===== src/include/boot_query_defines.svh =====
// Purpose: shared constants of the boot command packet handler
// Assumes: byte-serial link, one packet handled at a time
// Notes: definitions only
`ifndef BOOT_QUERY_DEFINES_SVH
`define BOOT_QUERY_DEFINES_SVH

// ------------------------------------------------------------
// framing bytes
// ------------------------------------------------------------
`define START_OF_COMMAND_BYTE 8'h01
`define START_OF_RESPONSE_BYTE 8'h81
`define END_OF_PACKET_BYTE 8'h03
`define UNUSED_CODE_BYTE 8'hFF
`define STATUS_OK 8'h00
`define ERROR_RESPONSE_BIT 8'h80

// ------------------------------------------------------------
// command codes and lengths
// ------------------------------------------------------------
`define CMD_ROLLBACK_QUERY 8'h4D
`define CMD_INQUIRY 8'h00
`define CMD_LENGTH 16'h0001
`define DATA_REPLY_LENGTH 8'h05
`define STATUS_REPLY_LENGTH 8'h0A
`define DATA_REPLY_LAST 4'h9
`define STATUS_REPLY_LAST 4'hE

// ------------------------------------------------------------
// rollback configuration layout
// ------------------------------------------------------------
`define BL_LOCK_BIT 5
`define NS_LOCKS_MSB 4
`define NS_LOCKS_LSB 1
`define S_LOCK_BIT 0
`define NS_CNT_CFG_MSB 17
`define NS_CNT_CFG_LSB 16

`endif


===== src/include/boot_query_pkg.sv =====
// Purpose: types of the boot command packet handler
// Assumes: constants come from boot_query_defines.svh
// Notes: one-hot parser states
package boot_query_pkg;

  typedef enum logic [5:0] {
    ST_WAIT_START = 6'h01,
    ST_LEN_HIGH = 6'h02,
    ST_LEN_LOW = 6'h04,
    ST_BODY = 6'h08,
    ST_END = 6'h10,
    ST_SEND = 6'h20
  } parse_state_t;

  typedef enum logic [1:0] {
    AUTH_LEVEL_ZERO = 2'h0,
    AUTH_LEVEL_ONE = 2'h1,
    AUTH_LEVEL_TWO = 2'h2,
    AUTH_LEVEL_THREE = 2'h3
  } auth_level_t;

  typedef struct packed {
    logic bootloader_rollback_lock;
    logic [3:0] nonsecure_rollback_locks;
    logic secure_rollback_lock;
    logic [1:0] nonsecure_counter_config;
  } rollback_fields_t;

  typedef struct packed {
    logic valid;
    logic [7:0] data;
  } byte_beat_t;

endpackage


===== src/hw/reply_skid_buffer.sv =====
// Purpose: two-entry buffer on the reply byte path
// Assumes: head entry always in slot 0
// Notes: output data straight from a register
`timescale 1ns/1ps
module reply_skid_buffer import boot_query_pkg::*; #(
  parameter int WIDTH = 8
) (
  input wire logic clk,
  input wire logic rst_n,
  input wire logic in_valid,
  output logic in_ready,
  input wire logic [WIDTH-1:0] in_data,
  output logic out_valid,
  input wire logic out_ready,
  output logic [WIDTH-1:0] out_data
);

  typedef struct packed {
    logic [WIDTH-1:0] slot0;
    logic [WIDTH-1:0] slot1;
    logic [1:0] count;
  } buf_state_t;

  buf_state_t s_reg;
  buf_state_t s_next;
  logic push;
  logic pop;

  assign in_ready = (s_reg.count != 2'h2);
  assign out_valid = (s_reg.count != 2'h0);
  assign out_data = s_reg.slot0;
  assign push = in_valid && in_ready;
  assign pop = out_valid && out_ready;

  always_comb begin
    s_next = s_reg;
    if (pop) begin
      s_next.slot0 = s_reg.slot1;
    end
    if (push) begin
      if (s_reg.count == 2'h0 || (s_reg.count == 2'h1 && pop)) begin
        s_next.slot0 = in_data;
      end else begin
        s_next.slot1 = in_data;
      end
    end
    s_next.count = s_reg.count + {1'b0, push} - {1'b0, pop};
  end

  always_ff @(posedge clk or negedge rst_n) begin
    if (!rst_n) begin
      s_reg <= '0;
    end else begin
      s_reg <= s_next;
    end
  end

endmodule


===== src/hw/rollback_config_store.sv =====
// Purpose: registered copy of the rollback configuration area
// Assumes: byte 0 of the area sits in bits 7:0
// Notes: read only, never written by the handler
`timescale 1ns/1ps
`include "boot_query_defines.svh"
module rollback_config_store import boot_query_pkg::*; (
  input wire logic clk,
  input wire logic rst_n,
  input wire logic [31:0] area_word,
  output logic [31:0] area_q,
  output rollback_fields_t fields_q
);

  typedef struct packed {
    logic [31:0] word;
    rollback_fields_t fields;
  } store_state_t;

  store_state_t s_reg;
  store_state_t s_next;

  always_comb begin
    s_next.word = area_word;
    // (RULE15) field layout
    s_next.fields.bootloader_rollback_lock = area_word[`BL_LOCK_BIT];
    s_next.fields.nonsecure_rollback_locks = area_word[`NS_LOCKS_MSB:`NS_LOCKS_LSB];
    s_next.fields.secure_rollback_lock = area_word[`S_LOCK_BIT];
    s_next.fields.nonsecure_counter_config = area_word[`NS_CNT_CFG_MSB:`NS_CNT_CFG_LSB];
  end

  always_ff @(posedge clk or negedge rst_n) begin
    if (!rst_n) begin
      s_reg <= '0;
    end else begin
      s_reg <= s_next;
    end
  end

  assign area_q = s_reg.word;
  assign fields_q = s_reg.fields;

endmodule


===== src/hw/boot_arc_query_inquiry_handler.sv =====
// Purpose: command packet checker and responder for two boot commands
// Assumes: rx bytes synchronous to clk, one packet at a time
// Notes: unknown command codes are dropped without reply
`timescale 1ns/1ps
`include "boot_query_defines.svh"

// Function
// (RULE1) Drop bytes until a start byte, which opens a new packet.
// (RULE2) Missing end byte answers packet error.
// (RULE3) Wrong check byte answers checksum error.
// (RULE4) Length outside general packet format answers packet error; zero length is dropped without reply.
// (RULE5) Length not matching the command answers packet error.
// (RULE6) After any error, skip the command, keep memory, wait again.
// (RULE7) Report only the highest-priority error in the fixed order.
// (RULE8) Host sends rollback query: start, 00h 01h, 4Dh, check, end.
// (RULE9) Rollback query refused with acceptance error when lifecycle forbids.
// (RULE10) Rollback query at authentication level one or zero answers secure error.
// (RULE11) Rollback reply: 81h, 00h 05h, 4Dh, four area bytes low first.
// (RULE12) Failed rollback query replies length 0Ah, code CDh, status, detail, address.
// (RULE13) Detail and address fields carry the unused code on every error.
// (RULE14) Successful rollback query sends data, leaves memory, waits again.
// (RULE15) Area layout: locks in byte 0, counter config in byte 2 bits 1:0.
// (RULE16) Host sends inquiry: 00h 01h, code 00h, check FFh.
// (RULE17) Inquiry refused while encrypted write pending without reset.
// (RULE18) Inquiry OK reply: length 0Ah, code 00h, status 00h, check FEh.
// (RULE19) Failed inquiry replies with code 80h, status, detail and address.
// (RULE20) Passed inquiry sends OK, leaves memory, stays ready.
// (RULE21) Check byte makes modulo-256 sum of length through check zero.
module boot_arc_query_inquiry_handler import boot_query_pkg::*; #(
  parameter logic [15:0] MAX_PACKET_LENGTH = 16'h0400,
  parameter logic [7:0] STS_PACKET_ERROR = 8'hC1,
  parameter logic [7:0] STS_CHECKSUM_ERROR = 8'hC2,
  parameter logic [7:0] STS_ACCEPT_ERROR = 8'hC3,
  parameter logic [7:0] STS_SECURE_ERROR = 8'hC4
) (
  input wire logic clk,
  input wire logic reset_n,
  input wire logic rx_valid,
  input wire logic [7:0] rx_data,
  output logic rx_ready,
  output logic tx_valid,
  output logic [7:0] tx_data,
  input wire logic tx_ready,
  input wire logic lifecycle_allows_query,
  input wire auth_level_t auth_level,
  input wire logic encrypted_write_done,
  input wire logic [31:0] rollback_area_word,
  output rollback_fields_t rollback_fields,
  output logic handler_busy
);

  // ----------------------------------------------------------
  // reset release
  // ----------------------------------------------------------
  logic rst_meta_reg;
  logic rst_n;

  always_ff @(posedge clk or negedge reset_n) begin
    if (!reset_n) begin
      rst_meta_reg <= 1'b0;
      rst_n <= 1'b0;
    end else begin
      rst_meta_reg <= 1'b1;
      rst_n <= rst_meta_reg;
    end
  end

  // ----------------------------------------------------------
  // state
  // ----------------------------------------------------------
  typedef struct packed {
    parse_state_t state;
    logic [15:0] length;
    logic [15:0] count;
    logic [7:0] rx_sum;
    logic [7:0] code;
    logic enc_pending;
    logic is_data_reply;
    logic [7:0] reply_code;
    logic [7:0] status;
    logic [31:0] area;
    logic [3:0] tx_index;
    logic [7:0] tx_sum;
  } handler_state_t;

  handler_state_t s_reg;
  handler_state_t s_next;
  logic [31:0] area_q;
  logic buf_in_ready;
  logic buf_push;
  byte_beat_t tx_beat;
  logic rx_take;
  logic [7:0] sum_with_byte;
  logic etx_ok;
  logic sum_ok;
  logic format_ok;
  logic cmd_len_ok;
  logic accept_ok;
  logic secure_ok;
  logic known_code;
  logic [3:0] last_index;
  logic [7:0] status_pick;

  rollback_config_store u_store (
    .clk(clk),
    .rst_n(rst_n),
    .area_word(rollback_area_word),
    .area_q(area_q),
    .fields_q(rollback_fields)
  );

  reply_skid_buffer #(
    .WIDTH(8)
  ) u_reply_buf (
    .clk(clk),
    .rst_n(rst_n),
    .in_valid(buf_push),
    .in_ready(buf_in_ready),
    .in_data(tx_beat.data),
    .out_valid(tx_valid),
    .out_ready(tx_ready),
    .out_data(tx_data)
  );

  // ----------------------------------------------------------
  // packet checks
  // ----------------------------------------------------------
  assign rx_ready = (s_reg.state != ST_SEND);
  assign rx_take = rx_valid && rx_ready;
  assign handler_busy = (s_reg.state != ST_WAIT_START);
  assign sum_with_byte = s_reg.rx_sum + rx_data;
  assign etx_ok = (rx_data == `END_OF_PACKET_BYTE);
  // (RULE21) received sum must come to zero
  assign sum_ok = (s_reg.rx_sum == 8'h00);
  assign format_ok = (s_reg.length != 16'h0000) && (s_reg.length <= MAX_PACKET_LENGTH);
  assign cmd_len_ok = (s_reg.length == `CMD_LENGTH);
  assign known_code = (s_reg.length != 16'h0000)
    && ((s_reg.code == `CMD_ROLLBACK_QUERY) || (s_reg.code == `CMD_INQUIRY));
  // (RULE9) lifecycle gate; (RULE17) pending encrypted write gate
  assign accept_ok = (s_reg.code == `CMD_ROLLBACK_QUERY) ? lifecycle_allows_query
    : !s_reg.enc_pending;
  // (RULE10) low authentication refuses the rollback query
  assign secure_ok = (s_reg.code != `CMD_ROLLBACK_QUERY)
    || !((auth_level == AUTH_LEVEL_ONE) || (auth_level == AUTH_LEVEL_ZERO));

  // (RULE7) priority of error reports
  always_comb begin
    if (!etx_ok) begin
      // (RULE2) missing end byte
      status_pick = STS_PACKET_ERROR;
    end else if (!sum_ok) begin
      // (RULE3) check byte mismatch
      status_pick = STS_CHECKSUM_ERROR;
    end else if (!format_ok) begin
      // (RULE4) general format length
      status_pick = STS_PACKET_ERROR;
    end else if (!cmd_len_ok) begin
      // (RULE5) command length
      status_pick = STS_PACKET_ERROR;
    end else if (!accept_ok) begin
      status_pick = STS_ACCEPT_ERROR;
    end else if (!secure_ok) begin
      status_pick = STS_SECURE_ERROR;
    end else begin
      status_pick = `STATUS_OK;
    end
  end

  // ----------------------------------------------------------
  // reply byte generator
  // ----------------------------------------------------------
  assign last_index = s_reg.is_data_reply ? `DATA_REPLY_LAST : `STATUS_REPLY_LAST;

  always_comb begin
    tx_beat.valid = (s_reg.state == ST_SEND);
    // (RULE11) (RULE12) (RULE18) (RULE19) reply framing
    case (s_reg.tx_index)
      4'h0: tx_beat.data = `START_OF_RESPONSE_BYTE;
      4'h1: tx_beat.data = 8'h00;
      4'h2: tx_beat.data = s_reg.is_data_reply ? `DATA_REPLY_LENGTH : `STATUS_REPLY_LENGTH;
      4'h3: tx_beat.data = s_reg.reply_code;
      default: tx_beat.data = `END_OF_PACKET_BYTE;
    endcase
    if (s_reg.is_data_reply) begin
      // (RULE11) area bytes, lowest address first
      case (s_reg.tx_index)
        4'h4: tx_beat.data = s_reg.area[7:0];
        4'h5: tx_beat.data = s_reg.area[15:8];
        4'h6: tx_beat.data = s_reg.area[23:16];
        4'h7: tx_beat.data = s_reg.area[31:24];
        4'h8: tx_beat.data = 8'h00 - s_reg.tx_sum;
        default: tx_beat.data = tx_beat.data;
      endcase
    end else if (s_reg.tx_index == 4'h4) begin
      tx_beat.data = s_reg.status;
    end else if (s_reg.tx_index >= 4'h5 && s_reg.tx_index <= 4'hC) begin
      // (RULE13) unused code in detail and address
      tx_beat.data = `UNUSED_CODE_BYTE;
    end else if (s_reg.tx_index == 4'hD) begin
      // (RULE21) reply check byte
      tx_beat.data = 8'h00 - s_reg.tx_sum;
    end
  end

  assign buf_push = tx_beat.valid;

  // ----------------------------------------------------------
  // parser and sequencer
  // ----------------------------------------------------------
  always_comb begin
    s_next = s_reg;
    // (RULE17) sticky until device reset
    if (encrypted_write_done) begin
      s_next.enc_pending = 1'b1;
    end
    case (s_reg.state)
      ST_WAIT_START: begin
        // (RULE1) hunt for start byte
        if (rx_take && rx_data == `START_OF_COMMAND_BYTE) begin
          s_next.state = ST_LEN_HIGH;
          s_next.rx_sum = 8'h00;
          s_next.code = 8'h00;
        end
      end
      ST_LEN_HIGH: begin
        if (rx_take) begin
          s_next.length[15:8] = rx_data;
          s_next.rx_sum = sum_with_byte;
          s_next.state = ST_LEN_LOW;
        end
      end
      ST_LEN_LOW: begin
        if (rx_take) begin
          s_next.length[7:0] = rx_data;
          s_next.rx_sum = sum_with_byte;
          s_next.count = 16'h0000;
          s_next.state = ST_BODY;
        end
      end
      ST_BODY: begin
        if (rx_take) begin
          if (s_reg.count == 16'h0000 && s_reg.length != 16'h0000) begin
            s_next.code = rx_data;
          end
          s_next.rx_sum = sum_with_byte;
          s_next.count = s_reg.count + 16'h0001;
          if (s_reg.count == s_reg.length) begin
            s_next.state = ST_END;
          end
        end
      end
      ST_END: begin
        if (rx_take) begin
          // (RULE6) errors only reply, never touch memory
          s_next.state = known_code ? ST_SEND : ST_WAIT_START;
          s_next.status = status_pick;
          s_next.area = area_q;
          s_next.tx_index = 4'h0;
          s_next.tx_sum = 8'h00;
          s_next.is_data_reply = (s_reg.code == `CMD_ROLLBACK_QUERY)
            && (status_pick == `STATUS_OK);
          // (RULE12) (RULE19) error code sets top bit
          s_next.reply_code = (status_pick == `STATUS_OK) ? s_reg.code
            : (s_reg.code | `ERROR_RESPONSE_BIT);
        end
      end
      ST_SEND: begin
        if (buf_in_ready) begin
          if (s_reg.tx_index != 4'h0) begin
            s_next.tx_sum = s_reg.tx_sum + tx_beat.data;
          end
          s_next.tx_index = s_reg.tx_index + 4'h1;
          // (RULE14) (RULE20) back to waiting after reply
          if (s_reg.tx_index == last_index) begin
            s_next.state = ST_WAIT_START;
          end
        end
      end
      default: begin
        s_next.state = ST_WAIT_START;
      end
    endcase
  end

  always_ff @(posedge clk or negedge rst_n) begin
    if (!rst_n) begin
      s_reg <= '{state: ST_WAIT_START, default: '0};
    end else begin
      s_reg <= s_next;
    end
  end

  // ----------------------------------------------------------
  // checks
  // ----------------------------------------------------------
  a_start_hunt_discard: assert property ( // RULE1
    @(posedge clk) disable iff (!rst_n)
    (s_reg.state == ST_WAIT_START && rx_valid && rx_data != `START_OF_COMMAND_BYTE)
    |=> (s_reg.state == ST_WAIT_START))
    else $error("non-start byte left the hunt state");

  a_missing_end_error: assert property ( // RULE2
    @(posedge clk) disable iff (!rst_n)
    (s_reg.state == ST_END && rx_valid && !etx_ok && known_code)
    |=> (s_reg.state == ST_SEND && s_reg.status == STS_PACKET_ERROR))
    else $error("missing end byte not reported as packet error");

  a_checksum_error_pick: assert property ( // RULE3
    @(posedge clk) disable iff (!rst_n)
    (s_reg.state == ST_END && rx_valid && etx_ok && known_code && !sum_ok)
    |=> (s_reg.status == STS_CHECKSUM_ERROR))
    else $error("bad check byte not reported");

  a_cmd_length_error: assert property ( // RULE5
    @(posedge clk) disable iff (!rst_n)
    (s_reg.state == ST_END && rx_valid && etx_ok && sum_ok && known_code && !cmd_len_ok)
    |=> (s_reg.status == STS_PACKET_ERROR))
    else $error("wrong command length not reported");

  a_secure_error_pick: assert property ( // RULE10
    @(posedge clk) disable iff (!rst_n)
    (s_reg.state == ST_END && rx_valid && etx_ok && sum_ok && cmd_len_ok
      && s_reg.code == `CMD_ROLLBACK_QUERY && lifecycle_allows_query
      && auth_level == AUTH_LEVEL_ZERO)
    |=> (s_reg.status == STS_SECURE_ERROR && s_reg.reply_code == 8'hCD))
    else $error("low authentication not refused");

  a_inquiry_accept_gate: assert property ( // RULE17
    @(posedge clk) disable iff (!rst_n)
    (s_reg.state == ST_END && rx_valid && etx_ok && sum_ok && cmd_len_ok
      && s_reg.code == `CMD_INQUIRY && s_reg.enc_pending)
    |=> (s_reg.status == STS_ACCEPT_ERROR && s_reg.reply_code == 8'h80))
    else $error("inquiry accepted after encrypted write");

  a_reply_check_byte: assert property ( // RULE21
    @(posedge clk) disable iff (!rst_n)
    (buf_push && buf_in_ready && s_reg.tx_index == last_index)
    |-> (s_reg.tx_sum == 8'h00 && tx_beat.data == `END_OF_PACKET_BYTE))
    else $error("reply sum not zero at the end byte");

  a_reply_opens_frame: assert property ( // RULE11
    @(posedge clk) disable iff (!rst_n)
    ($rose(s_reg.state == ST_SEND)) |-> (s_reg.tx_index == 4'h0
      && tx_beat.data == `START_OF_RESPONSE_BYTE))
    else $error("reply does not open with response start byte");

  a_send_blocks_rx: assert property ( // RULE6
    @(posedge clk) disable iff (!rst_n)
    (s_reg.state == ST_SEND) |-> !rx_ready)
    else $error("receive open while replying");

endmodule


===== config.mk =====
export PLATFORM = sky130hd
export DESIGN_NAME = boot_arc_query_inquiry_handler
export DESIGN_NICKNAME = d
export VERILOG_FILES = /design/src/include/boot_query_pkg.sv /design/src/hw/reply_skid_buffer.sv /design/src/hw/rollback_config_store.sv /design/src/hw/boot_arc_query_inquiry_handler.sv
export VERILOG_INCLUDE_DIRS = /design/src /design/src/include
export SDC_FILE = /design/constraint.sdc
export NUM_CORES = 1
export LEC_CHECK = 0
export ABC_AREA = 1
export BUFFER_PORTS_ARGS = -buffer_cell sky130_fd_sc_hd__buf_2
export CELL_PAD_IN_SITES_DETAIL_PLACEMENT = 1
export CELL_PAD_IN_SITES_GLOBAL_PLACEMENT = 2
export CORE_MARGIN = 1
export CORE_UTILIZATION = 36
export DETAILED_ROUTE_END_ITERATION = 8
export PLACE_DENSITY_LB_ADDON = 0.1
export SLEW_MARGIN = 40
export SYNTH_ARGS = -nofsm -noshare
export SYNTH_HDL_FRONTEND = slang
export SYNTH_SLANG_ARGS = --single-unit

===== constraint.sdc =====
create_clock -name clk -period 5.4 [get_ports clk]
set_input_delay 1.08 -clock clk [delete_from_list [all_inputs] [get_ports clk]]
set_output_delay 1.08 -clock clk [all_outputs]
set_load 0.02 [all_outputs]

==> results_tabular.tex, run 1 <==
\begin{tabular}{lr}
\hline
Metric & Value \\
\hline
\multicolumn{2}{l}{\textbf{Place}} \\
\quad GPL Wtd Cong & 0.8002 \\
\quad Setup slack at placement & 1849 ps \\
\quad Port Buffers & 65 \\
\quad Half-perimeter wire length after detailed placement & 17.37 mm \\
\quad Cell area reported after detailed placement & 9111 sq um \\
\multicolumn{2}{l}{\textbf{Route}} \\
\quad Iteration-0 DRC Markers & 321 \\
\quad Residual DRC count & 0 \\
\quad Number of optimization iterations in the first detailed-route pass & 6 \\
\quad Wire per inst & 16.25 um \\
\quad Final ANT Viol Nets & 0 \\
\quad Total wire length & 23.53 mm \\
\quad Count of vias placed by the detailed router & 7012 \\
\quad Via-to-Cell Ratio & 4.843 \\
\multicolumn{2}{l}{\textbf{Floorplan}} \\
\quad Area of the core & 23470 sq um \\
\quad Overall die width & 156.5 um \\
\quad Starting density of the core & 36.60\% \\
\quad DIE HEIGHT & 156.5 um \\
\quad Die ar. & 24490 sq um \\
\quad Number of top-level pins & 67 \\
\quad Number of placement rows & 56 \\
\multicolumn{2}{l}{\textbf{Global routing}} \\
\quad Remaining global-route overflow & 0 \\
\quad Global-route wire length before repair & 39.02 mm \\
\quad Pin count of the biggest net entering global routing & 108 \\
\quad Antenna violations before repair & 0 \\
\quad Number of global-route vias before repair & 7227 \\
\quad Overall global routing resource usage & 20.80\% \\
\multicolumn{2}{l}{\textbf{Setup path}} \\
\quad Worst R2R Start & s\_reg[8]\$\_DFFE\_PN0P\_ \\
\quad Required time worst endpoint & 5700 ps \\
\quad Maximum fanout encountered on the critical timing path & 9 \\
\quad Kind of end point of the critical path & flip-flop \\
\quad Kind of cell adding the most delay to the critical path & simple AND/OR/NAND/NOR gates \\
\quad Delay of the slowest critical-path stage & 470 ps \\
\quad Cell with the biggest individual delay on the critical path & sky130\_fd\_sc\_hd\_\_nor2\_2 \\
\quad Data arrival time of the worst path & 3900 ps \\
\quad Buffer and inverter count on the worst path & 3 \\
\quad Most Frequent Cell on Critical Path & sky130\_fd\_sc\_hd\_\_nand2\_1 \\
\quad Reg2reg end & s\_reg[6]\$\_DFFE\_PN0P\_ \\
\quad Reg2reg path depth & 17 \\
\quad Cells along the critical path & inv\_1 > ha\_1 > inv\_1 > nor2\_2 > nand2\_1 > nand4\_1 > nand3\_1 > nand2\_1 > ha\_1 > inv\_1 > fa\_1 > o21ai\_0 > nand2\_1 > nand2\_1 > a21oi\_1 > xor2\_1 > o22ai\_1 \\
\quad Worst setup SP type & flip-flop \\
\quad Worst reg-to-reg setup slack & 1800 ps \\
\quad Type of the worst setup path & reg -> reg \\
\multicolumn{2}{l}{\textbf{CTS}} \\
\quad Clock latency reported for the late side of the worst-skew pair & 440 ps \\
\quad Sink Count & 164 \\
\quad Clock-pin transition on the worst setup and hold timing paths & 80 ps \\
\quad Post-CTS Setup Repair Bufs & 0 \\
\quad TritonCTS clock tree & built \\
\quad Number of H-tree branching levels & 4 \\
\quad CTS root buffer & sky130\_fd\_sc\_hd\_\_clkbuf\_16 \\
\quad Number of hold-repair buffers added at the cts stage & 0 \\
\quad Worst-case clock buffer depth & 2 \\
\quad Post-CTS Resized & 0 \\
\quad CTS buffer count & 17 \\
\multicolumn{2}{l}{\textbf{Logic synthesis}} \\
\quad Mean instance size in the synthesized netlist & 8.037 sq um \\
\quad Xor and xnor area share after synthesis & 3.262\% \\
\quad Most used flip-flop cell after synthesis & sky130\_fd\_sc\_hd\_\_dfrtp\_1 \\
\quad Post-synth top area share & 47.47\% \\
\quad Cell type with the highest aggregate area in the netlist & sky130\_fd\_sc\_hd\_\_dfrtp\_1 \\
\quad Gate count of the mapped netlist & 1069 \\
\quad Compound-gate portion of the synthesized area & 8.228\% \\
\quad Post-synthesis register bit count & 164 \\
\quad Total nets after synthesis & 1145 \\
\quad Sequential share of the synthesized area & 47.78\% \\
\quad Main area contributors after synthesis & sky130\_fd\_sc\_hd\_\_dfrtp\_1, sky130\_fd\_sc\_hd\_\_nand2\_1, sky130\_fd\_sc\_hd\_\_inv\_1, sky130\_fd\_sc\_hd\_\_nand3\_1, sky130\_fd\_sc\_hd\_\_ha\_1 \\
\quad Mux cell area share after synthesis & 0.1311\% \\
\quad Async set or reset register ratio after synthesis & 100.0\% \\
\quad Post-synthesis cell area & 8592 sq um \\
\quad Share of synthesized cell area in and, or, nand and nor gates & 28.75\% \\
\quad Most repeated cell in the gate-level netlist after synthesis & sky130\_fd\_sc\_hd\_\_nand2\_1 \\
\quad Total of warnings raised by yosys & 0 \\
\quad Count of cell types in the netlist & 45 \\
\quad Adder and majority cell fraction of the synthesized area & 4.252\% \\
\quad Combinational family with the most area after synthesis & simple AND/OR/NAND/NOR gates \\
\quad Number of flops mapped to enable cells by yosys & 0 \\
\quad Leading post-synthesis cells by instance count & sky130\_fd\_sc\_hd\_\_nand2\_1, sky130\_fd\_sc\_hd\_\_dfrtp\_1, sky130\_fd\_sc\_hd\_\_inv\_1 \\
\multicolumn{2}{l}{\textbf{Timing}} \\
\quad Relative slew slack & 51.04\% \\
\quad Shortest clock period the worst path allows after layout & 3600 ps \\
\quad Worst Max-Slew Pin Slew & 733.3 ps \\
\quad Tcrit/Tclk final & 66.67\% \\
\quad Setup repair after global routing missed its margin & false \\
\quad Final count of hold timing violations & 0 \\
\quad Clock skew after layout & 14.89 ps \\
\quad Final-report setup violation count & 0 \\
\quad Final worst-path setup slack & 1800 ps \\
\quad Max Slew Vio Count & 0 \\
\quad Peak Freq & 277.8 MHz \\
\quad Setup TNS after final layout & 0 ps \\
\multicolumn{2}{l}{\textbf{Power and ir drop}} \\
\quad P per Cell Area & 450.4 nW/um\^{}2 \\
\quad Total Power Consumption & 4.389 mW \\
\quad VDD IR-drop max & 0.1652 mV \\
\quad Static Leak & 4.874 nW \\
\multicolumn{2}{l}{\textbf{Final layout}} \\
\quad Share of cells above drive strength 1 & 13.64\% \\
\quad Number of fill cells & 2884 \\
\quad Antenna cell count & 0 \\
\quad Post-route design area & 9744 sq um \\
\quad Nets & 1192 \\
\quad Area growth, synth to finish & 13.41\% \\
\quad Max reg flops & 112 \\
\multicolumn{2}{l}{\textbf{Flow run}} \\
\quad Max-capacitance violation count & 0 \\
\multicolumn{2}{l}{\textbf{Min path}} \\
\quad Worst min-delay path class & reg -> async \\
\multicolumn{2}{l}{\textbf{Outcome}} \\
\quad Result of the run & finished clean \\
\hline
\end{tabular}
layout make-up:
class                      count  area (sq um)  area share [%]
clock buffer                  17         425.4           4.366
clock inverter                15         187.7           1.926
inverter                     108         405.4           4.160
multi-input combinational    756          3837           39.38
sequential                   164          4109           42.17
tap                          319         399.1           4.096
timing repair buffer          69         380.4           3.903
report_power, final:
part	internal, mW	switching, mW
Combinational	0.517	0.929
Sequential	1.46	0.235
Clock	0.629	0.616
layout by cell type (no fill, tap or decap), types with 19 or more instances in the layout:
cell                      instances
sky130_fd_sc_hd__a21oi_1         32
sky130_fd_sc_hd__buf_2           65
sky130_fd_sc_hd__dfrtp_1        162
sky130_fd_sc_hd__ha_1            26
sky130_fd_sc_hd__inv_1           94
sky130_fd_sc_hd__nand2_1        355
sky130_fd_sc_hd__nand3_1         67
sky130_fd_sc_hd__nand4_1         25
sky130_fd_sc_hd__nor2_1          52
sky130_fd_sc_hd__nor3_1          19
sky130_fd_sc_hd__o21ai_0         60
sky130_fd_sc_hd__xor2_1          24
logic make-up (layout without fill, tap and decap cells):
kind of cell,count (synthesis),in the layout
DFF,164,164
buffers and inverters,149,209
muxes,1,1
and+or+nand+nor,563,563
AOI/OAI and AO/OA,131,131
xor gates and xnor gates,32,32
other,1,1
adders and majority gates,28,28
layer usage:
metal	routed length, um	track usage [%]	vias up
met5	0	0	-
met4	133	3.782	0
met3	480	3.406	9
met2	11340	34.86	61
met1	11570	28.42	3417
li1	-	-	3525
per-stage QoR:
step	hold slack [ps]	utilization (%)	std cells
after floorplan	331.2	-	1069
after global placement	339.4	38.82	1415
after detailed placement	345.7	38.82	1415
after CTS	367.3	41.43	1447
after global routing	301.6	41.51	1448
final	262.9	41.51	1448
worst max-delay path by stage:
stage | from | to | cells after the start
after floorplan | rst_n$_DFF_PN0_ | s_reg[0]$_DFFE_PN0P_ | 0
after global placement | s_reg[8]$_DFFE_PN0P_ | s_reg[6]$_DFFE_PN0P_ | 17
after detailed placement | s_reg[8]$_DFFE_PN0P_ | s_reg[6]$_DFFE_PN0P_ | 17
after CTS | s_reg[8]$_DFFE_PN0P_ | s_reg[6]$_DFFE_PN0P_ | 17
after global routing | s_reg[8]$_DFFE_PN0P_ | s_reg[6]$_DFFE_PN0P_ | 17
final | s_reg[8]$_DFFE_PN0P_ | s_reg[6]$_DFFE_PN0P_ | 17
Note: power is estimated with default switching activity, not from simulation.
==> inputs of run 2 (changes only) <==
--- a/config.mk
+++ b/config.mk
@@ -11,7 +11,7 @@
 export CELL_PAD_IN_SITES_DETAIL_PLACEMENT = 1
 export CELL_PAD_IN_SITES_GLOBAL_PLACEMENT = 2
 export CORE_MARGIN = 1
-export CORE_UTILIZATION = 36
+export CORE_UTILIZATION = 33
 export DETAILED_ROUTE_END_ITERATION = 8
 export PLACE_DENSITY_LB_ADDON = 0.1
 export SLEW_MARGIN = 40
==> constraint.sdc (replaced) <==
create_clock -name clk -period 2.93 [get_ports clk]
set_input_delay 0.586 -clock clk [delete_from_list [all_inputs] [get_ports clk]]
set_output_delay 0.586 -clock clk [all_outputs]
set_load 0.02 [all_outputs]
==> results_tabular.tex, run 2 (synthesized netlist as in run 1, its figures left out) <==
\begin{tabular}{lr}
\hline
Metric & Value \\
\hline
\multicolumn{2}{l}{\textbf{Outcome}} \\
\quad Result of the run & finished clean \\
\multicolumn{2}{l}{\textbf{Timing}} \\
\quad Worst Max-Slew Pin Slew & 731.8 ps (-1.481 ps) \\
\quad Setup TNS after final layout & 0 ps (unchanged) \\
\quad Tcrit/Tclk final & 97.43\% (+31 points) \\
\quad Relative slew slack & 51.14\% (+0.099 points) \\
\quad Setup repair after global routing missed its margin & true \\
\quad Peak Freq & 350.3 MHz (+26\%) \\
\quad Final-report setup violation count & 0 (unchanged) \\
\quad Clock skew after layout & 21.55 ps (+6.659 ps) \\
\quad Shortest clock period the worst path allows after layout & 2855 ps (-745.5 ps) \\
\quad Max Slew Vio Count & 0 (unchanged) \\
\quad Final count of hold timing violations & 0 (unchanged) \\
\multicolumn{2}{l}{\textbf{Setup path}} \\
\quad Kind of cell adding the most delay to the critical path & adder cells \\
\quad Buffer and inverter count on the worst path & 4 (+1) \\
\quad Worst reg-to-reg setup slack & 80 ps (-1720 ps) \\
\quad Cells along the critical path & ha\_4 > inv\_2 > nor2\_1 > buf\_4 > buf\_6 > nand2\_4 > o21ai\_2 > a21oi\_2 > nand4\_1 > nand3\_1 > nand2\_2 > ha\_4 > inv\_2 > fa\_2 > o21ai\_2 > nand2\_1 > nand2\_1 > a21oi\_2 > xor2\_1 > o22ai\_1 \\
\quad Required time worst endpoint & 3240 ps (-2460 ps) \\
\quad Kind of end point of the critical path & flip-flop \\
\quad Data arrival time of the worst path & 3170 ps (-730 ps) \\
\quad Reg2reg end & s\_reg[6]\$\_DFFE\_PN0P\_ \\
\quad Maximum fanout encountered on the critical timing path & 7 (-2) \\
\quad Delay of the slowest critical-path stage & 440 ps (-30 ps) \\
\quad Reg2reg path depth & 20 (+3) \\
\quad Worst setup SP type & flip-flop \\
\quad Type of the worst setup path & reg -> reg \\
\quad Cell with the biggest individual delay on the critical path & sky130\_fd\_sc\_hd\_\_dfrtp\_2 \\
\quad Worst R2R Start & s\_reg[9]\$\_DFFE\_PN0P\_ \\
\multicolumn{2}{l}{\textbf{Floorplan}} \\
\quad Number of top-level pins & 67 (unchanged) \\
\quad Area of the core & 25330 sq um (+7.9\%) \\
\quad Overall die width & 163.4 um (+4.4\%) \\
\quad Starting density of the core & 33.92\% (-2.7 points) \\
\quad DIE HEIGHT & 163.4 um (+4.4\%) \\
\quad Die ar. & 26680 sq um (+9.0\%) \\
\quad Number of placement rows & 58 (+3.6\%) \\
\multicolumn{2}{l}{\textbf{Place}} \\
\quad Half-perimeter wire length after detailed placement & 18.58 mm (+7.0\%) \\
\quad Port Buffers & 65 (unchanged) \\
\quad Cell area reported after detailed placement & 9691 sq um (+6.4\%) \\
\quad GPL Wtd Cong & 0.8147 (+1.8\%) \\
\multicolumn{2}{l}{\textbf{Power and ir drop}} \\
\quad Static Leak & 5.397 nW (+11\%) \\
\quad P per Cell Area & 834.2 nW/um\^{}2 (+85\%) \\
\quad Total Power Consumption & 9.121 mW (+110\%) \\
\quad VDD IR-drop max & 0.4476 mV (+170\%) \\
\multicolumn{2}{l}{\textbf{Final layout}} \\
\quad Number of fill cells & 3057 (+6.0\%) \\
\quad Area taken by multi-input logic gates & 4244 sq um (+11\%) \\
\quad Leading cell type in the layout, fill and taps excluded & sky130\_fd\_sc\_hd\_\_nand2\_1 \\
\quad Area growth, synth to finish & 27.26\% \\
\quad Nets & 1285 (+7.8\%) \\
\quad Antenna cell count & 0 (unchanged) \\
\quad Post-route design area & 10930 sq um (+12\%) \\
\quad Max reg flops & 112 (unchanged) \\
\quad Share of cells above drive strength 1 & 26.68\% (+13 points) \\
\quad Most used cells in the layout excluding fill and tap cells & sky130\_fd\_sc\_hd\_\_nand2\_1, sky130\_fd\_sc\_hd\_\_dfrtp\_1, sky130\_fd\_sc\_hd\_\_buf\_4 \\
\quad Sequential cell area in the final layout & 4111 sq um (about the same) \\
\quad Final Core Density & 43.17\% (+1.7 points) \\
\multicolumn{2}{l}{\textbf{Route}} \\
\quad Via-to-Cell Ratio & 4.796 (-0.95\%) \\
\quad Total wire length & 25.55 mm (+8.6\%) \\
\quad Iteration-0 DRC Markers & 258 (-20\%) \\
\quad Number of optimization iterations in the first detailed-route pass & 4 (-2) \\
\quad Residual DRC count & 0 (unchanged) \\
\quad Final ANT Viol Nets & 0 (unchanged) \\
\quad Count of vias placed by the detailed router & 7444 (+6.2\%) \\
\quad Wire per inst & 16.46 um (+1.3\%) \\
\multicolumn{2}{l}{\textbf{Global routing}} \\
\quad Number of global-route vias before repair & 7646 (+5.8\%) \\
\quad Overall global routing resource usage & 19.96\% (-0.84 points) \\
\quad Global-route wire length before repair & 40.77 mm (+4.5\%) \\
\quad Antenna violations before repair & 0 (unchanged) \\
\quad Pin count of the biggest net entering global routing & 60 (-44\%) \\
\quad Remaining global-route overflow & 0 (unchanged) \\
\multicolumn{2}{l}{\textbf{Min path}} \\
\quad Worst Hold Depth & 1 \\
\quad Worst min-delay path class & in -> reg \\
\quad Start point of the worst hold path & rollback\_area\_word[23] \\
\quad Terminating pin of the worst hold path & u\_store.area\_q[23]\$\_DFF\_PN0\_ \\
\multicolumn{2}{l}{\textbf{CTS}} \\
\quad Clock latency reported for the late side of the worst-skew pair & 450 ps (about the same) \\
\quad Clock-pin transition on the worst setup and hold timing paths & 80 ps (about the same) \\
\quad CTS buffer count & 17 (unchanged) \\
\quad Number of H-tree branching levels & 4 (unchanged) \\
\quad Worst-case clock buffer depth & 2 (unchanged) \\
\quad CTS root buffer & sky130\_fd\_sc\_hd\_\_clkbuf\_16 \\
\quad Sink Count & 164 (unchanged) \\
\quad TritonCTS clock tree & built \\
\multicolumn{2}{l}{\textbf{Flow run}} \\
\quad Max-capacitance violation count & 0 (unchanged) \\
\hline
\end{tabular}
==> run 2: cell types whose count changed in the layout (fill, tap and decap cells not counted), moves of 10 or more <==
cell                      delta
sky130_fd_sc_hd__buf_4      +83
sky130_fd_sc_hd__nand2_1    -19
sky130_fd_sc_hd__nand2_2    +16
sky130_fd_sc_hd__inv_1      -14
sky130_fd_sc_hd__ha_1       -11
sky130_fd_sc_hd__ha_4       +10
==> run 2: worst register-to-register path: stages, from the launching register on <==
cell	delay [ps]
sky130_fd_sc_hd__dfrtp_2	440
sky130_fd_sc_hd__ha_4	160
sky130_fd_sc_hd__inv_2	40
sky130_fd_sc_hd__nor2_1	90
sky130_fd_sc_hd__buf_4	170
sky130_fd_sc_hd__buf_6	110
sky130_fd_sc_hd__nand2_4	60
sky130_fd_sc_hd__o21ai_2	70
sky130_fd_sc_hd__a21oi_2	50
sky130_fd_sc_hd__nand4_1	110
sky130_fd_sc_hd__nand3_1	100
sky130_fd_sc_hd__nand2_2	120
sky130_fd_sc_hd__ha_4	150
sky130_fd_sc_hd__inv_2	40
sky130_fd_sc_hd__fa_2	380
sky130_fd_sc_hd__o21ai_2	160
sky130_fd_sc_hd__nand2_1	90
sky130_fd_sc_hd__nand2_1	90
sky130_fd_sc_hd__a21oi_2	60
sky130_fd_sc_hd__xor2_1	150
sky130_fd_sc_hd__o22ai_1	80
==> run 2: power breakdown <==
part	internal [mW]	switching, mW
Sequential	2.70	0.445
Combinational	1.60	2.06
Clock	1.16	1.16
Total	5.46	3.66
==> run 2: layout make-up <==
cell class,instances,share of cell area (%)
multi-input cells,756,38.81
flip-flops and latches,164,37.60
repair buffers,162,10.36
clock buffers,17,3.891
inverters,108,3.845
well taps,330,3.776
clock inverters,15,1.716
==> run 2: metrics by stage <==
step,hold WS (ps),cells,setup WS [ps]
5_1_grt,222.5,1552,-119.4
3_3_place_gp,335.0,1498,-146.9
2_1_floorplan,290.4,1069,161.7
3_5_place_dp,338.0,1498,-191.9
6_report,242.9,1552,75.30
4_1_cts,225.8,1535,-8.884
==> run 2: timing repair <==
item,in CTS,in global routing
setup buffers,4,17
hold buffers,1,0
gates resized for setup,24,97
setup endpoints to repair,5,6
hold endpoints to repair,2,0
pin swaps,6,45
==> run 2: worst max-delay path by stage <==
stage | from | endpoint | slack [ps] | depth (start not counted)
4_1_cts | s_reg[8]$_DFFE_PN0P_ | s_reg[7]$_DFFE_PN0P_ | -9 | 23
3_3_place_gp | s_reg[9]$_DFFE_PN0P_ | s_reg[7]$_DFFE_PN0P_ | -150 | 20
6_report | s_reg[9]$_DFFE_PN0P_ | s_reg[6]$_DFFE_PN0P_ | 80 | 20
3_5_place_dp | s_reg[9]$_DFFE_PN0P_ | s_reg[6]$_DFFE_PN0P_ | -190 | 19
5_1_grt | s_reg[9]$_DFFE_PN0P_ | s_reg[7]$_DFFE_PN0P_ | -120 | 22
2_1_floorplan | s_reg[8]$_DFFE_PN0P_ | s_reg[6]$_DFFE_PN0P_ | 160 | 17
==> run 2: routing by layer <==
layer  global-route usage [%]  share of wire [%]  up-vias  routed length, um
met4                    4.758                1.1        0                287
met2                    32.90                 48       60              12360
met5                        0                  0        -                  0
li1                         -                  -     3719                  -
met3                    2.666                1.8       20                461
met1                    27.54                 49     3645              12440
==> inputs of run 3 (changes only) <==
--- a/config.mk
+++ b/config.mk
@@ -6,12 +6,11 @@
 export SDC_FILE = /design/constraint.sdc
 export NUM_CORES = 1
 export LEC_CHECK = 0
-export ABC_AREA = 1
 export BUFFER_PORTS_ARGS = -buffer_cell sky130_fd_sc_hd__buf_2
 export CELL_PAD_IN_SITES_DETAIL_PLACEMENT = 1
 export CELL_PAD_IN_SITES_GLOBAL_PLACEMENT = 2
 export CORE_MARGIN = 1
-export CORE_UTILIZATION = 33
+export CORE_UTILIZATION = 39
 export DETAILED_ROUTE_END_ITERATION = 8
 export PLACE_DENSITY_LB_ADDON = 0.1
 export SLEW_MARGIN = 40
==> constraint.sdc (replaced) <==
create_clock -name clk -period 3.2 [get_ports clk]
set_input_delay 0.64 -clock clk [delete_from_list [all_inputs] [get_ports clk]]
set_output_delay 0.64 -clock clk [all_outputs]
set_load 0.02 [all_outputs]
==> results_tabular.tex, run 3 <==
\begin{tabular}{lr}
\hline
Metric & Value \\
\hline
\multicolumn{2}{l}{\textbf{Route}} \\
\quad Count of vias placed by the detailed router & 6472 (-13\%) \\
\quad Number of optimization iterations in the first detailed-route pass & 4 (unchanged) \\
\quad Iteration-0 DRC Markers & 252 (-2.3\%) \\
\quad Residual DRC count & 0 (unchanged) \\
\quad Final ANT Viol Nets & 0 (unchanged) \\
\quad Via-to-Cell Ratio & 5.292 (+10\%) \\
\quad Total wire length & 22.40 mm (-12\%) \\
\quad Wire per inst & 18.32 um (+11\%) \\
\multicolumn{2}{l}{\textbf{Logic synthesis}} \\
\quad Total of warnings raised by yosys & 0 (unchanged) \\
\quad Main area contributors after synthesis & sky130\_fd\_sc\_hd\_\_dfrtp\_1, sky130\_fd\_sc\_hd\_\_nand2\_1, sky130\_fd\_sc\_hd\_\_ha\_1, sky130\_fd\_sc\_hd\_\_xor2\_1, sky130\_fd\_sc\_hd\_\_mux2\_2 \\
\quad Mean instance size in the synthesized netlist & 10.13 sq um (+26\%) \\
\quad Gate count of the mapped netlist & 820 (-23\%) \\
\quad Async set or reset register ratio after synthesis & 100.0\% (unchanged) \\
\quad Most used flip-flop cell after synthesis & sky130\_fd\_sc\_hd\_\_dfrtp\_1 \\
\quad Post-synth top area share & 49.13\% (+1.7 points) \\
\quad Total nets after synthesis & 896 (-22\%) \\
\quad Leading post-synthesis cells by instance count & sky130\_fd\_sc\_hd\_\_dfrtp\_1, sky130\_fd\_sc\_hd\_\_nand2\_1, sky130\_fd\_sc\_hd\_\_o21ai\_0 \\
\quad Count of cell types in the netlist & 82 (+82\%) \\
\quad Post-synthesis cell area & 8303 sq um (-3.4\%) \\
\quad Number of flops mapped to enable cells by yosys & 0 (unchanged) \\
\quad Cell type with the highest aggregate area in the netlist & sky130\_fd\_sc\_hd\_\_dfrtp\_1 \\
\quad Sequential share of the synthesized area & 49.44\% (+1.7 points) \\
\quad Post-synthesis register bit count & 164 (unchanged) \\
\quad Most repeated cell in the gate-level netlist after synthesis & sky130\_fd\_sc\_hd\_\_dfrtp\_1 \\
\multicolumn{2}{l}{\textbf{Final layout}} \\
\quad Number of fill cells & 2380 (-22\%) \\
\quad Share of cells above drive strength 1 & 26.72\% (+0.038 points) \\
\quad Leading cell type in the layout, fill and taps excluded & sky130\_fd\_sc\_hd\_\_dfrtp\_1 \\
\quad Max reg flops & 112 (unchanged) \\
\quad Area taken by multi-input logic gates & 3940 sq um (-7.2\%) \\
\quad Final Core Density & 48.19\% (+5.0 points) \\
\quad Cell Count, Final, Fillers Out & 1223 (-21\%) \\
\quad Most used cells in the layout excluding fill and tap cells & sky130\_fd\_sc\_hd\_\_dfrtp\_1, sky130\_fd\_sc\_hd\_\_nand2\_1, sky130\_fd\_sc\_hd\_\_buf\_4 \\
\quad Sequential cell area in the final layout & 4111 sq um (unchanged) \\
\quad Nets & 1010 (-21\%) \\
\quad Area growth, synth to finish & 21.62\% \\
\multicolumn{2}{l}{\textbf{Floorplan}} \\
\quad Number of top-level pins & 67 (unchanged) \\
\quad Starting density of the core & 39.62\% (+5.7 points) \\
\quad Number of placement rows & 53 (-8.6\%) \\
\quad Die ar. & 21880 sq um (-18\%) \\
\quad Area of the core & 20960 sq um (-17\%) \\
\quad DIE HEIGHT & 147.9 um (-9.5\%) \\
\quad Overall die width & 147.9 um (-9.5\%) \\
\multicolumn{2}{l}{\textbf{Setup path}} \\
\quad Kind of end point of the critical path & flip-flop \\
\quad Reg2reg end & s\_reg[6]\$\_DFFE\_PN0P\_ \\
\quad Delay of the slowest critical-path stage & 540 ps (+100 ps) \\
\quad Data arrival time of the worst path & 3680 ps (+510 ps) \\
\quad Worst reg-to-reg setup slack & -180 ps (-260 ps) \\
\quad Required time worst endpoint & 3500 ps (+260 ps) \\
\quad Worst R2R Start & s\_reg[8]\$\_DFFE\_PN0P\_ \\
\quad Maximum fanout encountered on the critical timing path & 4 (-3) \\
\quad Most Frequent Cell on Critical Path & sky130\_fd\_sc\_hd\_\_o21a\_1 \\
\quad Worst setup SP type & flip-flop \\
\quad Worst Setup EP & s\_reg[6]\$\_DFFE\_PN0P\_ \\
\quad Cells along the critical path & inv\_4 > ha\_4 > or4\_4 > buf\_6 > nand4\_1 > o2111ai\_2 > o31ai\_4 > ha\_2 > inv\_2 > fa\_2 > nor2b\_1 > o21ai\_1 > a21boi\_1 > o21a\_1 > buf\_4 > o21a\_1 > o41ai\_2 \\
\quad Type of the worst setup path & reg -> reg \\
\quad Crit path from & s\_reg[8]\$\_DFFE\_PN0P\_ \\
\quad Reg2reg path depth & 17 (-15\%) \\
\quad Cell with the biggest individual delay on the critical path & sky130\_fd\_sc\_hd\_\_or4\_4 \\
\multicolumn{2}{l}{\textbf{Timing}} \\
\quad Setup TNS after final layout & -287.5 ps (-287.5 ps) \\
\quad Relative slew slack & 46.86\% (-4.3 points) \\
\quad Peak Freq & 295.9 MHz (-16\%) \\
\quad Worst Max-Slew Pin Slew & 792.8 ps (+61.00 ps) \\
\quad Final worst-path setup slack & -179.7 ps (-255.0 ps) \\
\quad Tcrit/Tclk final & 105.6\% (+8.2 points) \\
\quad Final-report setup violation count & 2 (+2) \\
\quad Max Slew Vio Count & 0 (unchanged) \\
\quad Final count of hold timing violations & 0 (unchanged) \\
\quad Setup repair after global routing missed its margin & true \\
\quad Clock skew after layout & 12.24 ps (-9.319 ps) \\
\quad Shortest clock period the worst path allows after layout & 3380 ps (+525.0 ps) \\
\multicolumn{2}{l}{\textbf{Power and ir drop}} \\
\quad Static Leak & 4.904 nW (-9.1\%) \\
\quad VDD IR-drop max & 0.3560 mV (-20\%) \\
\quad P per Cell Area & 699.4 nW/um\^{}2 (-16\%) \\
\multicolumn{2}{l}{\textbf{Outcome}} \\
\quad Result of the run & finished with violations \\
\quad Failing checks & negative setup slack \\
\multicolumn{2}{l}{\textbf{Min path}} \\
\quad Worst min-delay path class & reg -> async \\
\multicolumn{2}{l}{\textbf{CTS}} \\
\quad Sink Count & 164 (unchanged) \\
\quad Clock latency reported for the late side of the worst-skew pair & 440 ps (about the same) \\
\quad CTS buffer count & 17 (unchanged) \\
\quad Number of H-tree branching levels & 4 (unchanged) \\
\quad Worst-case clock buffer depth & 2 (unchanged) \\
\quad Clock-pin transition on the worst setup and hold timing paths & 80 ps (about the same) \\
\quad CTS root buffer & sky130\_fd\_sc\_hd\_\_clkbuf\_16 \\
\quad TritonCTS clock tree & built \\
\multicolumn{2}{l}{\textbf{Place}} \\
\quad Half-perimeter wire length after detailed placement & 16.54 mm (-11\%) \\
\quad GPL Wtd Cong & 0.8515 (+4.5\%) \\
\quad Setup slack at placement & -279.0 ps (-87.08 ps) \\
\quad Total placed cells including tap cells & 1178 (-21\%) \\
\quad Port Buffers & 65 (unchanged) \\
\multicolumn{2}{l}{\textbf{Global routing}} \\
\quad Overall global routing resource usage & 21.84\% (+1.9 points) \\
\quad Remaining global-route overflow & 0 (unchanged) \\
\quad Pin count of the biggest net entering global routing & 63 (+5.0\%) \\
\quad Global-route wire length before repair & 36.94 mm (-9.4\%) \\
\quad Number of global-route vias before repair & 6800 (-11\%) \\
\quad Antenna violations before repair & 1 (+1) \\
\multicolumn{2}{l}{\textbf{Flow run}} \\
\quad Max-capacitance violation count & 0 (unchanged) \\
\hline
\end{tabular}
[run 3: cell types whose count changed after synthesis, sizes merged, moves of 11 or more]
cell and delta:
a22o +12, inv -76, mux2 +22, nand2 -205, nand3 -50, nand4 -15, nor2 -28, nor4 +11
o21ai -36
[run 3: worst min path at each step]
stage,end,depth (start not counted),slack [ps]
global placement,rst_n$_DFF_PN0_,0,340
global route,u_store.area_q[4]$_DFF_PN0_,1,270
floorplan,rst_n$_DFF_PN0_,0,330
finish,u_store.area_q[7]$_DFF_PN0_,0,280
detailed placement,rst_n$_DFF_PN0_,0,340
CTS,u_store.area_q[0]$_DFF_PN0_,1,270
[run 3: cell families (layout without fill, tap and decap cells)]
family / after synthesis / after routing / synth area share (%)
AO/OA/AOI/OAI: 158 / 158 / 13.86
buffers and inverters: 82 / 209 / 4.867
flip-flops: 164 / 164 / 49.44
multiplexers: 32 / 32 / 4.204
XOR/XNOR: 46 / 46 / 4.852
adder cells (fa/ha/maj): 28 / 28 / 4.400
AND/OR/NAND/NOR: 309 / 309 / 18.32
other: 1 / 2 / 0.04516
[run 3: per-stage QoR]
| step | hold WS, ps | cell area (sq um) | power [mW] |
|---|---|---|---|
| floorplan | 331.1 | 8335 | 4.094 |
| global placement | 335.3 | 9239 | 4.792 |
| detailed placement | 339.5 | 9246 | 4.895 |
| CTS | 274.5 | 9931 | 7.066 |
| global route | 274.7 | 10100 | 7.481 |
| finish | 284.4 | 10100 | 7.063 |
[run 3: cell type report]
cell class / count / share of cell area (%)
timing repair buffer: 145 / 9.639
clock buffer: 17 / 4.213
tap: 275 / 3.407
multi-input combinational: 574 / 39.02
sequential: 164 / 40.71
antenna: 1 / 0.02478
inverter: 32 / 1.214
clock inverter: 15 / 1.772
[run 3: repair_timing]
action | 4_1_cts | 5_1_grt
hold buffers | 1 | 0
endpoints found under the hold margin | 2 | 0
resized for setup | 11 | 22
setup buffers | 4 | 6
pin swaps | 8 | 17
endpoints found under the setup margin | 4 | 4
[run 3: where the power goes]
group | internal [mW] | total [mW] | switching (mW)
Clock | 1.06 | 2.06 | 1.01
Combinational | 1.08 | 2.29 | 1.22
Sequential | 2.37 | 2.71 | 0.343
Total | 4.50 | 7.06 | 2.57
[run 3: metal layers]
metal	share of wire [%]	wire length, um	vias to the layer above	GRT usage (%)
li1	-	-	3095	-
met1	47	10470	3269	28.83
met2	49	11000	86	35.99
met3	2.8	629	22	4.136
met4	1.4	306	0	7.268
met5	0	0	-	0
[run 3: worst max-delay path, delay by kind of cell (launching register included)]
| kind | cells | cell delay (ps) |
|---|---|---|
| AOI/OAI and AO/OA | 7 | 960 |
| adders and majority gates | 3 | 740 |
| buffers and inverters | 4 | 350 |
| DFF | 1 | 440 |
| and+or+nand+nor | 3 | 760 |
